### src/hdl/cmd_pkg.sv
// constants and helpers shared by the command decode block
package cmd_pkg;
   // opcodes handled here
   localparam logic [7:0] OP_IRQ_ENABLE = 8'h19;   // 25
   localparam logic [7:0] OP_IRQ_DISABLE = 8'h1a;  // 26
   localparam logic [7:0] OP_ACCU_TO_GP = 8'h23;   // 35
   localparam logic [7:0] OP_CLEAR_FLAGS = 8'h24;  // 36
   localparam logic [7:0] OP_DEFINE_VEC = 8'h25;   // 37
   localparam logic [7:0] OP_RETURN_HNDL = 8'h26;  // 38
   // type field codes
   localparam logic [7:0] IRQ_GLOBAL = 8'hff;
   localparam logic [7:0] CLR_ALL = 8'h00;
   localparam logic [7:0] CLR_LAST = 8'h05;
   // legal banks of the accumulator copy
   localparam logic [7:0] BANK_0 = 8'h00;
   localparam logic [7:0] BANK_2 = 8'h02;
   localparam logic [7:0] BANK_3 = 8'h03;
   // reply status codes
   localparam logic [7:0] STATUS_OK = 8'h64;
   localparam logic [7:0] STATUS_CSUM_ERR = 8'h01;
   // error flag bit positions
   localparam int FLAG_W = 5;
   localparam int FLAG_TIMEOUT = 0;
   localparam int FLAG_ALARM = 1;
   localparam int FLAG_DEVIATION = 2;
   localparam int FLAG_POSITION = 3;
   localparam int FLAG_SHUTDOWN = 4;
   // register word offsets
   localparam logic [7:0] REG_EVENT_STATUS = 8'h00;
   localparam logic [7:0] REG_EVENT_MASK = 8'h04;
   localparam logic [7:0] REG_ERROR_FLAGS = 8'h08;
   localparam logic [7:0] REG_IRQ_GLOBAL = 8'h0c;
   localparam logic [7:0] REG_IRQ_SOURCES = 8'h10;
   // event status bit positions
   localparam int EV_W = 4;
   localparam int EV_CMD_DONE = 0;
   localparam int EV_CSUM_ERR = 1;
   localparam int EV_FLAG_SET = 2;
   localparam int EV_BANK_BAD = 3;
   // reset values
   localparam logic [EV_W-1:0] EVENT_MASK_RST = 4'h0;
   localparam logic [FLAG_W-1:0] FLAGS_RST = 5'h00;
   localparam logic [7:0] CTX_FLAGS_W = 8'h08;

   // low byte of the sum of address, opcode, type, bank and value bytes
   function automatic logic [7:0] frame_sum8(input logic [7:0] a,
      input logic [7:0] b, input logic [7:0] c, input logic [7:0] d,
      input logic [31:0] v);
      frame_sum8 = a + b + c + d + v[31:24] + v[23:16] + v[15:8] + v[7:0];
   endfunction : frame_sum8
endpackage : cmd_pkg

### src/hdl/handler_vector_mem.sv
// handler entry address table, one write port, registered read
module handler_vector_mem
   import cmd_pkg::*;
#(
   parameter int DEPTH = 32,
   parameter int WIDTH = 32
) (
   // clock
   input wire logic clk_sys,
   // write port
   input wire logic wr_en,
   input wire logic [$clog2(DEPTH)-1:0] wr_addr,
   input wire logic [WIDTH-1:0] wr_data,
   // read port
   input wire logic rd_en,
   input wire logic [$clog2(DEPTH)-1:0] rd_addr,
   output logic [WIDTH-1:0] rd_data_r
);
   logic [WIDTH-1:0] mem [DEPTH];

   initial begin
      if (DEPTH < 2) $error("handler_vector_mem: DEPTH below 2");
   end

   // no reset on the array so it maps onto ram; read output is a flop
   always_ff @(posedge clk_sys) begin
      if (wr_en) begin
         mem[wr_addr] <= wr_data;
      end
   end

   always_ff @(posedge clk_sys) begin
      if (rd_en) begin
         rd_data_r <= mem[rd_addr];
      end
   end
endmodule : handler_vector_mem

### src/hdl/flag_and_irq_command_decode.sv
// decode and execute flag, interrupt and accumulator-copy commands
//
// Added by the designer: the address map and the address-and-strobe port.
module flag_and_irq_command_decode
   import cmd_pkg::*;
#(
   parameter int NUM_IRQ = 32,
   parameter int VEC_W = 32,
   parameter logic [7:0] MODULE_ADDR = 8'h01,
   parameter logic [7:0] HOST_ADDR = 8'h02
) (
   // clock and reset
   input wire logic clk_sys,
   input wire logic reset_n,
   // command in
   input wire logic cmd_valid,
   input wire logic cmd_from_program,
   input wire logic [7:0] cmd_addr,
   input wire logic [7:0] cmd_opcode,
   input wire logic [7:0] cmd_type,
   input wire logic [7:0] cmd_bank,
   input wire logic [31:0] cmd_value,
   input wire logic [7:0] cmd_checksum,
   // core state
   input wire logic [31:0] accu_in,
   input wire logic [FLAG_W-1:0] err_set,
   // context saved at handler entry
   input wire logic ctx_save,
   input wire logic [31:0] ctx_accu,
   input wire logic [31:0] ctx_x,
   input wire logic [7:0] ctx_flags,
   input wire logic [VEC_W-1:0] ctx_pc,
   // vector lookup
   input wire logic vec_rd_en,
   input wire logic [$clog2(NUM_IRQ)-1:0] vec_rd_num,
   output logic [VEC_W-1:0] vec_rd_data_r,
   // global parameter write
   output logic gp_wr_r,
   output logic [7:0] gp_bank_r,
   output logic [7:0] gp_index_r,
   output logic [31:0] gp_data_r,
   // flags and interrupt enables
   output logic [FLAG_W-1:0] err_flags_r,
   output logic [NUM_IRQ-1:0] irq_src_en_r,
   output logic irq_glob_en_r,
   output logic in_handler_r,
   // context restore
   output logic restore_valid_r,
   output logic [31:0] restore_accu_r,
   output logic [31:0] restore_x_r,
   output logic [7:0] restore_flags_r,
   output logic [VEC_W-1:0] restore_pc_r,
   // reply
   output logic reply_valid_r,
   output logic [7:0] reply_status_r,
   output logic [7:0] reply_opcode_r,
   output logic [7:0] reply_checksum_r,
   // register port
   input wire logic [7:0] reg_addr,
   input wire logic [31:0] reg_wdata,
   input wire logic reg_wr,
   input wire logic reg_rd,
   output logic [31:0] reg_rdata_r,
   output logic irq_r
);
   localparam int IRQ_W = $clog2(NUM_IRQ);
   localparam logic [7:0] IRQ_LIM = 8'(NUM_IRQ);

   initial begin
      if (NUM_IRQ < 2 || NUM_IRQ > 255) $error("NUM_IRQ out of 2..255");
      if (VEC_W < 1 || VEC_W > 32) $error("VEC_W out of 1..32");
   end

   logic csum_ok;
   logic exec;
   logic irq_num_ok;
   logic bank_ok;
   logic [FLAG_W-1:0] clr_mask;
   logic [FLAG_W-1:0] err_flags_nxt;
   logic [EV_W-1:0] ev_status_r;
   logic [EV_W-1:0] ev_mask_r;
   logic [EV_W-1:0] ev_set;
   logic [31:0] saved_accu_r;
   logic [31:0] saved_x_r;
   logic [7:0] saved_flags_r;
   logic [VEC_W-1:0] saved_pc_r;
   logic [255:0] src_ext;

   // frames for another address are not ours and are dropped silently
   assign csum_ok = frame_sum8(cmd_addr, cmd_opcode, cmd_type, cmd_bank,
      cmd_value) == cmd_checksum;
   assign exec = cmd_valid && cmd_addr == MODULE_ADDR && csum_ok;
   assign irq_num_ok = cmd_type < IRQ_LIM;
   assign bank_ok = cmd_bank == BANK_0 || cmd_bank == BANK_2 ||
      cmd_bank == BANK_3;

   always_comb begin
      clr_mask = '0;
      if (exec && cmd_opcode == OP_CLEAR_FLAGS) begin
         if (cmd_type == CLR_ALL) begin
            clr_mask = '1;
         end else if (cmd_type <= CLR_LAST) begin
            clr_mask[3'(cmd_type - 8'h01)] = 1'b1;
         end
      end
   end

   // a flag raised in the clearing cycle survives
   assign err_flags_nxt = (err_flags_r & ~clr_mask) | err_set;

   always_ff @(posedge clk_sys or negedge reset_n) begin
      if (!reset_n) begin
         err_flags_r <= FLAGS_RST;
      end else begin
         err_flags_r <= err_flags_nxt;
      end
   end

   // accumulator to global parameter
   always_ff @(posedge clk_sys or negedge reset_n) begin
      if (!reset_n) begin
         gp_wr_r <= 1'b0;
         gp_bank_r <= 8'h00;
         gp_index_r <= 8'h00;
         gp_data_r <= 32'h0;
      end else begin
         gp_wr_r <= exec && cmd_opcode == OP_ACCU_TO_GP && bank_ok;
         if (exec && cmd_opcode == OP_ACCU_TO_GP && bank_ok) begin
            gp_bank_r <= cmd_bank;
            gp_index_r <= cmd_type;
            gp_data_r <= accu_in;
         end
      end
   end

   // interrupt enables; 255 acts on the global switch only
   always_ff @(posedge clk_sys or negedge reset_n) begin
      if (!reset_n) begin
         irq_src_en_r <= '0;
         irq_glob_en_r <= 1'b0;
      end else if (exec && cmd_opcode == OP_IRQ_ENABLE) begin
         if (cmd_type == IRQ_GLOBAL) begin
            irq_glob_en_r <= 1'b1;
         end else if (irq_num_ok) begin
            irq_src_en_r[cmd_type[IRQ_W-1:0]] <= 1'b1;
         end
      end else if (exec && cmd_opcode == OP_IRQ_DISABLE) begin
         if (cmd_type == IRQ_GLOBAL) begin
            irq_glob_en_r <= 1'b0;
         end else if (irq_num_ok) begin
            irq_src_en_r[cmd_type[IRQ_W-1:0]] <= 1'b0;
         end
      end
   end

   // the table trusts the issuer to send definitions from the program
   handler_vector_mem #(
      .DEPTH(NUM_IRQ),
      .WIDTH(VEC_W)
   ) u_vec_mem (
      .clk_sys(clk_sys),
      .wr_en(exec && cmd_opcode == OP_DEFINE_VEC && irq_num_ok),
      .wr_addr(cmd_type[IRQ_W-1:0]),
      .wr_data(cmd_value[VEC_W-1:0]),
      .rd_en(vec_rd_en),
      .rd_addr(vec_rd_num),
      .rd_data_r(vec_rd_data_r)
   );

   // context saved at entry and handed back on return
   always_ff @(posedge clk_sys or negedge reset_n) begin
      if (!reset_n) begin
         saved_accu_r <= 32'h0;
         saved_x_r <= 32'h0;
         saved_flags_r <= 8'h00;
         saved_pc_r <= '0;
      end else if (ctx_save) begin
         saved_accu_r <= ctx_accu;
         saved_x_r <= ctx_x;
         saved_flags_r <= ctx_flags;
         saved_pc_r <= ctx_pc;
      end
   end

   always_ff @(posedge clk_sys or negedge reset_n) begin
      if (!reset_n) begin
         restore_valid_r <= 1'b0;
         restore_accu_r <= 32'h0;
         restore_x_r <= 32'h0;
         restore_flags_r <= 8'h00;
         restore_pc_r <= '0;
      end else begin
         restore_valid_r <= exec && cmd_opcode == OP_RETURN_HNDL;
         if (exec && cmd_opcode == OP_RETURN_HNDL) begin
            restore_accu_r <= saved_accu_r;
            restore_x_r <= saved_x_r;
            restore_flags_r <= saved_flags_r;
            restore_pc_r <= saved_pc_r;
         end
      end
   end

   // entry wins over a return in the same cycle
   always_ff @(posedge clk_sys or negedge reset_n) begin
      if (!reset_n) begin
         in_handler_r <= 1'b0;
      end else if (ctx_save) begin
         in_handler_r <= 1'b1;
      end else if (exec && cmd_opcode == OP_RETURN_HNDL) begin
         in_handler_r <= 1'b0;
      end
   end

   // direct mode reply; a bad checksum still earns an answer
   always_ff @(posedge clk_sys or negedge reset_n) begin
      if (!reset_n) begin
         reply_valid_r <= 1'b0;
         reply_status_r <= 8'h00;
         reply_opcode_r <= 8'h00;
         reply_checksum_r <= 8'h00;
      end else begin
         reply_valid_r <= cmd_valid && !cmd_from_program &&
            cmd_addr == MODULE_ADDR;
         if (cmd_valid && !cmd_from_program && cmd_addr == MODULE_ADDR) begin
            reply_status_r <= csum_ok ? STATUS_OK : STATUS_CSUM_ERR;
            reply_opcode_r <= cmd_opcode;
            reply_checksum_r <= frame_sum8(HOST_ADDR, MODULE_ADDR,
               csum_ok ? STATUS_OK : STATUS_CSUM_ERR, cmd_opcode,
               32'h0);
         end
      end
   end

   // events: sticky, write one to clear, set beats clear
   always_comb begin
      ev_set = '0;
      ev_set[EV_CMD_DONE] = exec;
      ev_set[EV_CSUM_ERR] = cmd_valid && cmd_addr == MODULE_ADDR && !csum_ok;
      ev_set[EV_FLAG_SET] = |(err_set & ~err_flags_r);
      ev_set[EV_BANK_BAD] = exec && cmd_opcode == OP_ACCU_TO_GP && !bank_ok;
   end

   always_ff @(posedge clk_sys or negedge reset_n) begin
      if (!reset_n) begin
         ev_status_r <= '0;
      end else if (reg_wr && reg_addr == REG_EVENT_STATUS) begin
         ev_status_r <= (ev_status_r & ~reg_wdata[EV_W-1:0]) | ev_set;
      end else begin
         ev_status_r <= ev_status_r | ev_set;
      end
   end

   always_ff @(posedge clk_sys or negedge reset_n) begin
      if (!reset_n) begin
         ev_mask_r <= EVENT_MASK_RST;
      end else if (reg_wr && reg_addr == REG_EVENT_MASK) begin
         ev_mask_r <= reg_wdata[EV_W-1:0];
      end
   end

   // one cycle behind the status bit so the pin leaves a flop
   always_ff @(posedge clk_sys or negedge reset_n) begin
      if (!reset_n) begin
         irq_r <= 1'b0;
      end else begin
         irq_r <= |(ev_status_r & ev_mask_r);
      end
   end

   // only the low 32 source enables are visible to software
   assign src_ext = 256'(irq_src_en_r);

   always_ff @(posedge clk_sys or negedge reset_n) begin
      if (!reset_n) begin
         reg_rdata_r <= 32'h0;
      end else if (reg_rd) begin
         unique case (reg_addr)
            REG_EVENT_STATUS: reg_rdata_r <= 32'(ev_status_r);
            REG_EVENT_MASK: reg_rdata_r <= 32'(ev_mask_r);
            REG_ERROR_FLAGS: reg_rdata_r <= 32'(err_flags_r);
            REG_IRQ_GLOBAL: reg_rdata_r <= 32'(irq_glob_en_r);
            REG_IRQ_SOURCES: reg_rdata_r <= src_ext[31:0];
            default: reg_rdata_r <= 32'h0;
         endcase
      end else begin
         reg_rdata_r <= 32'h0;
      end
   end
endmodule : flag_and_irq_command_decode

### config.mk
export PLATFORM = sky130hd
export DESIGN_NAME = flag_and_irq_command_decode
export DESIGN_NICKNAME = d
export VERILOG_FILES = /design/src/hdl/cmd_pkg.sv /design/src/hdl/handler_vector_mem.sv /design/src/hdl/flag_and_irq_command_decode.sv
export SDC_FILE = /design/constraint.sdc
export NUM_CORES = 1
export LEC_CHECK = 0
export ABC_AREA = 1
export BUFFER_PORTS_ARGS = -buffer_cell sky130_fd_sc_hd__buf_2
export CAP_MARGIN = 20
export CORE_MARGIN = 5
export CORE_UTILIZATION = 39
export DETAILED_ROUTE_END_ITERATION = 10
export PLACE_DENSITY = 0.63
export SKIP_LAST_GASP = 1
export SYNTH_ARGS = -nofsm -noshare
export SYNTH_HDL_FRONTEND = slang
export SYNTH_HIERARCHICAL = 1
export SYNTH_SLANG_ARGS = --single-unit
### constraint.sdc
create_clock -name clk_sys -period 1.46 [get_ports clk_sys]
set_input_delay 0.146 -clock clk_sys [delete_from_list [all_inputs] [get_ports clk_sys]]
set_output_delay 0.146 -clock clk_sys [all_outputs]
set_load 0.005 [all_outputs]
# [After elaboration in Yosys (flattened, before gate mapping)]
# Memories as Yosys holds them, arrays and structs flattened. A register that Yosys moved wholly into a read port is not among the register bits.
# Index checks and enable logic that the tools add are counted.
[classes] muxes=25 add_sub_neg=10 order_cmp=6 n_reduce_logical=32 bitwise_logic=14 eq_ne=17
[op_table] cell="32-bit two-way mux" n=7
[op_table] cell="32-bit case mux with 5 select lines" n=1
[op_table] cell="8-bit adder" n=8
[op_table] cell="32-bit bitwise AND" n=1
[op_table] cell="8-bit by 6-bit == test with 1-bit output (second input constant)" n=4
[op_table] cell="32-bit inverter" n=1
[op_table] cell="32-bit bitwise OR" n=1
[op_table] cell="8-bit by 5-bit == test with 1-bit output (second input constant)" n=3
[op_table] cell="8-bit logical NOT" n=3
[op_table] cell="1-bit logical AND" n=18
[op_table] cell="8-bit by 2-bit == test with 1-bit output (second input constant)" n=2
[op_table] cell="8-bit by 4-bit == test with 1-bit output (second input constant)" n=2
[op_table] cell="5-bit two-way mux" n=3
[op_table] cell="5-bit bitwise AND" n=2
[op_table] cell="1-bit two-way mux" n=10
[op_table] cell="5-bit inverter" n=2
[op_table] cell="2-bit by 7-bit adder with 8-bit output (first input constant)" n=1
[op_table] cell="4-bit bitwise AND" n=2
[op_table] cell="8-bit by 1-bit == test with 1-bit output (second input constant)" n=1
[op_table] cell="8-bit by 3-bit == test with 1-bit output (second input constant)" n=1
[op_table] cell="8-bit == test" n=1
[op_table] cell="8-bit == test (second input constant)" n=1
[op_table] cell="8-bit by 3-bit less-or-equal comparator with 1-bit output (second input constant)" n=1
[op_table] cell="8-bit by 6-bit < comparator with 1-bit output (second input constant)" n=1
[op_table] cell="other kinds (21)" n=27
[word_totals] ram_bits=1024 wordCells=130 memories=1 register_bits=363
[mem_list] memory="u_vec_mem.mem" depth=32 word_bits=32 read_ports=1 rd_clocked_by_memory_dff=1 wr=1 line="handler_vector_mem.sv:19" text="logic [WIDTH-1:0] mem [DEPTH];"

# [Logic depth before layout (Yosys ltp)]
[depth] ltp_word=14 depth_mapped=24 depth_no_buf=24

# [Modules after synthesis]
# Netlist, hierarchy kept.
[modules_own_cells] mod="handler_vector_mem" area_per_inst_um2=42726.0 seq_area_each_um2=31710.4 cells_each=3536 n_inst=1
[modules_own_cells] mod="flag_and_irq_command_decode" area_per_inst_um2=15864.0 seq_area_each_um2=8933.6 cells_each=1761 n_inst=1

# [Least setup slack after synthesis]
# Ideal clock, no wire load.
[synth_timing] kind="input to register" start="input port cmd_addr[2]" end="memory u_vec_mem.mem[11][0] (enable)" cell_stages=20 setup_time_ns=0.421 path_slack_ns=-4.758 path_buffers=0 arrival_ns=5.797 path_cell_list="fa_1 > inv_1 > fa_1 > fa_1 > fa_1 > inv_1 > ha_1 > inv_1 > fa_1 > xor2_1 > nand4_1 > nor2_1 > o21ai_1 > nor2_2 > nand3_2 > nor2_4 > nand2_1 > nor3_1 > nand3_1 > nor2_1"
[synth_between] elab_chain_cells=13 word_cells_on_any_way=15 classes_between="add/sub: 7; eq/ne: 2; mux: 2; reduce/logical: 4"
[synth_rtl] item="start: declaration" line="flag_and_irq_command_decode.sv:18" text="input wire logic [7:0] cmd_addr,"
[synth_rtl] item="8-bit adder (7 in a row)" line="cmd_pkg.sv:49" text="frame_sum8 = a + b + c + d + v[31:24] + v[23:16] + v[15:8] + v[7:0];"
[synth_rtl] item="8-bit == test" line="flag_and_irq_command_decode.sv:91" text="cmd_value) == cmd_checksum;"
[synth_rtl] item="1-bit logical AND *" line="flag_and_irq_command_decode.sv:92" text="assign exec = cmd_valid && cmd_addr == MODULE_ADDR && csum_ok;"
[synth_rtl] item="1-bit logical AND * (2 in a row)" line="flag_and_irq_command_decode.sv:162" text=".wr_en(exec && cmd_opcode == OP_DEFINE_VEC && irq_num_ok),"
[synth_rtl] item="1-bit two-way mux *" line="handler_vector_mem.sv:27" text="if (wr_en) begin"
[synth_rtl] item="1-bit two-way mux (not written as such) *" line="handler_vector_mem.sv:28" text="mem[wr_addr] <= wr_data;"
[synth_rtl] item="end: declaration" line="handler_vector_mem.sv:19"
# Every way passes the cells marked *; elsewhere a longest branch is shown, timed or not.

# [Final worst setup path]
[layout_timing] start="input port cmd_addr[2]" end="memory u_vec_mem.mem[16][2] (enable)"
# The elaborated chain is that of the path after synthesis.

==> impl_results.md <==
- Worst Hold Slack: -9.02 ps
- Pleak: about 0.032 uW
- R2R depth: 8
- Root Driver: clkbuf_16
- Initial antenna violation count: 26
- Largest stage delay on the critical path: 550 ps
- Starting Density: between 30% and 40%
- Crit-path max FO: 10
- CP Launch Type: input port
- Vias: 45100
- Number of vias per cell: 5.20
- DIE HEIGHT: around 400 um
- Logic pwr share: 11.7%
- Die X: slightly below 400 um
- Drt first-iter violations: 4938
- Netlist cell types: 41
- VDD IR-drop max: 1.01 mV
- Worst-Skew Late Latency: ~800 ps
- GP Congestion: 0.896
- Sequential share of power: 47.5%
- Syn Area/Cell: 11.1 um2
- Flops & latches, synth: ~1400
- CTS clk-pin slew, worst paths: 60 ps
- Worst Clk Skew: 45.1 ps
- Placed Instance Area: roughly 67000 um2
- First-pass GRT wire length: 282 mm
- Area leader, netlist: edfxtp_1
- Crit Path Category: input port to register
- Sequential cell area fraction in the yosys report: 69.4%
- Mapped Cells: 5297
- Final instance area: 76900 um2
- Core Region: 150000 um2
- Vias in the first global route: between 40000 and 50000
- Mapped Area: 58600 um2
- Largest cells by area after synthesis: edfxtp_1 (54%), dfrtp_1 (15%), nand2_1 (12%)
- RSZ-0062 raised after global routing: yes
- Setup_tns: -3674020 ps
- Post-synthesis async set-or-reset flop share: 25.3%
- H-tree depth: 4
- Pre-antenna DRT Iters: 6
- Max FFs per register: a little over 1000
- Worst-margin pin slew: 578 ps
- Share of layout cells above drive strength 1: between 10% and 20%
- Hold Path Class: input port to register
- Clk sink count: 1413
- FF-to-FF Start: u_vec_mem/mem[29][20]$_DFFE_PP_
- Post-synth top area share: 54.1%
- Num rows: ~140
- Tmin final: 4620 ps
- Max Slew Vio Count: 0
- Fin crit share: 316%
- Top reg by flops: u_vec_mem/mem
- Largest net degree at the start of global routing: 85
- Worst slew margin: between 60% and 70%
- Port Buf Inserts: 516
- Post-DP HPWL: 128 mm
- Sw frac: 24.6%
- Violated checks: hold timing, setup timing
- Worst path top cell family by delay: adder cells
- R2R Setup Slk: -190 ps
- Most common cell on crit path: fa_1
- Crit path from: cmd_addr[2]
- Detail Route Antenna Nets: 0
- Boundary Pins: 549
- FILL cells: approximately 13000
- TritonCTS clock tree: yes
- Total CTS buffers: between 150 and 200
- DRC Markers: 0
- Clk network pwr share: 40.8%
- WP depth: 26
- Final WL: between 150 and 200 mm
- CP arrival: 5110 ps
- Clock Tree Buf Depth: 3
- Routed wire length per instance: 22.8 um
- P_int: 69500 uW
- EDFF count, synth: 1056
- Top FF cell, synth: edfxtp_1
- GRT overflow: 0
- Max Clock Freq: 217 MHz
- Nets: between 6000 and 7000
- Power Dens Cells: 1200 nW/um2
- Gr usage total: a little under a quarter
- Hold Path Depth: 2
- Final setup violation count: between 1000 and 1500
- Full die area: between 150000 and 200000 um2
- Switch Pwr: 22700 uW
- Hold Fails Final Rpt: 1
- Critical Path End: u_vec_mem/mem[16][2]$_DFFE_PP_
- Synth warnings: 6
- Max Cap Viol: 0
- Commonest non-fill, non-tap cell in the layout: nand2_1
- Worst path buffer plus inverter count: 9
- CP max stage cell: fa_1
- Most frequent cells in the layout: nand2_1 (1925), edfxtp_1 (1056), nand3_1 (824), buf_2 (503), dfrtp_1 (357)
- Setup crit end kind: register
- P&R area growth vs syn: 31.3%
- CP required: 1950 ps
- Post-layout worst setup margin: -3160 ps
- Status: finished, violations left
- Worst r2r dst: u_vec_mem/rd_data_r[20]$_DFFE_PP_
## synth_stat cells (4+ instances only)
cell	n
fa_1	39
ha_1	18
nand2_1	1926
inv_2	5
buf_6	78
a21oi_1	9
clkbuf_1	67
edfxtp_1	1056
buf_4	33
inv_1	298
nor4_1	7
nor3_1	15
o21ai_1	106
buf_1	20
xnor2_1	6
o21ai_0	146
dfrtp_1	357
nand4_1	41
nor2_1	98
nand3_1	828
xor2_1	8
buf_2	101
a221oi_1	4
## stage by stage
step / setup WS, ps / power, uW / hold slack (ps) / instances / util [%]
3_5_place_dp: -3970 / 54200 / 48.3 / 7974 / 44.9
3_3_place_gp: -3990 / 54200 / 49.9 / 7974 / 44.9
2_1_floorplan: -3930 / 49800 / -150 / 5300 / -
5_1_grt: -3380 / 95500 / -34.1 / 8659 / 51.4
4_1_cts: -3100 / 92500 / 0.992 / 8606 / 50.7
6_report: -3160 / 92200 / -9.02 / 8667 / 51.4
## per-layer routing
| metal | part of all wire (%) | GRT usage (%) | up-vias |
|---|---|---|---|
| met5 | 0.021 | 0 | - |
| met4 | 4.8 | 10.2 | 6 |
| met3 | 8.4 | 4.50 | 481 |
| met2 | 48 | 38.8 | 2251 |
| met1 | 39 | 31.6 | 22000 |
| li1 | - | - | 20300 |
## final cells by class
class	instances	area, um2	share of cell area [%]
flip-flops and latches	1413	40600	52.8
multi-input cells	3281	15200	19.7
repair buffers	1375	12500	16.3
clock buffers	198	4130	5.37
well taps	2016	2520	3.28
inverters	304	1170	1.52
clock inverters	67	741	0.963
diodes	13	32.5	0.0423
## power by group through the flow
stage	clock network [uW]	registers, uW	logic (uW)
global placement	0	44600	9680
finish	37700	43800	10800
floorplan	0	44600	5220
global route	39900	43800	11800
CTS	38100	43700	10600
detailed placement	0	44600	9670
## how the worst min path moves through the flow
stage                  from                              to
5_1_grt        cmd_value[2]  u_vec_mem/mem[20][2]$_DFFE_PP_
6_report       cmd_value[2]  u_vec_mem/mem[20][2]$_DFFE_PP_
3_3_place_gp        reset_n       saved_pc_r[2]$_DFFE_PN0P_
3_5_place_dp        reset_n       saved_pc_r[2]$_DFFE_PN0P_
4_1_cts            ctx_save        saved_x_r[1]$_DFFE_PN0P_
2_1_floorplan       reset_n      asynchronous set/reset pin
## kinds of logic (layout without fill, tap and decap cells)
kind of cell             count (synthesis)  after routing  share of synthesized area (%)
adder cells (fa/ha/maj)                 57             57                           1.72
other                                    1             17                        0.00640
buffers and inverters                  606           1944                           5.38
flip-flops                            1413           1413                           69.4
AND/OR/NAND/NOR                       2928           2928                           20.9
XOR/XNOR                                14             14                          0.209
AO/OA/AOI/OAI                          278            278                           2.45
## timing repair
| action | 4_1_cts | 5_1_grt |
|---|---|---|
| resized for setup | 32 | 26 |
| hold endpoints to repair | 878 | 0 |
| hold buffers | 344 | 0 |
| endpoints found under the setup margin | 1513 | 1541 |
| setup buffers | 17 | 18 |
| gates cloned | 6 | 34 |
| pin swaps | 6 | 13 |
No activity file was read; power rests on OpenSTA's default activity.
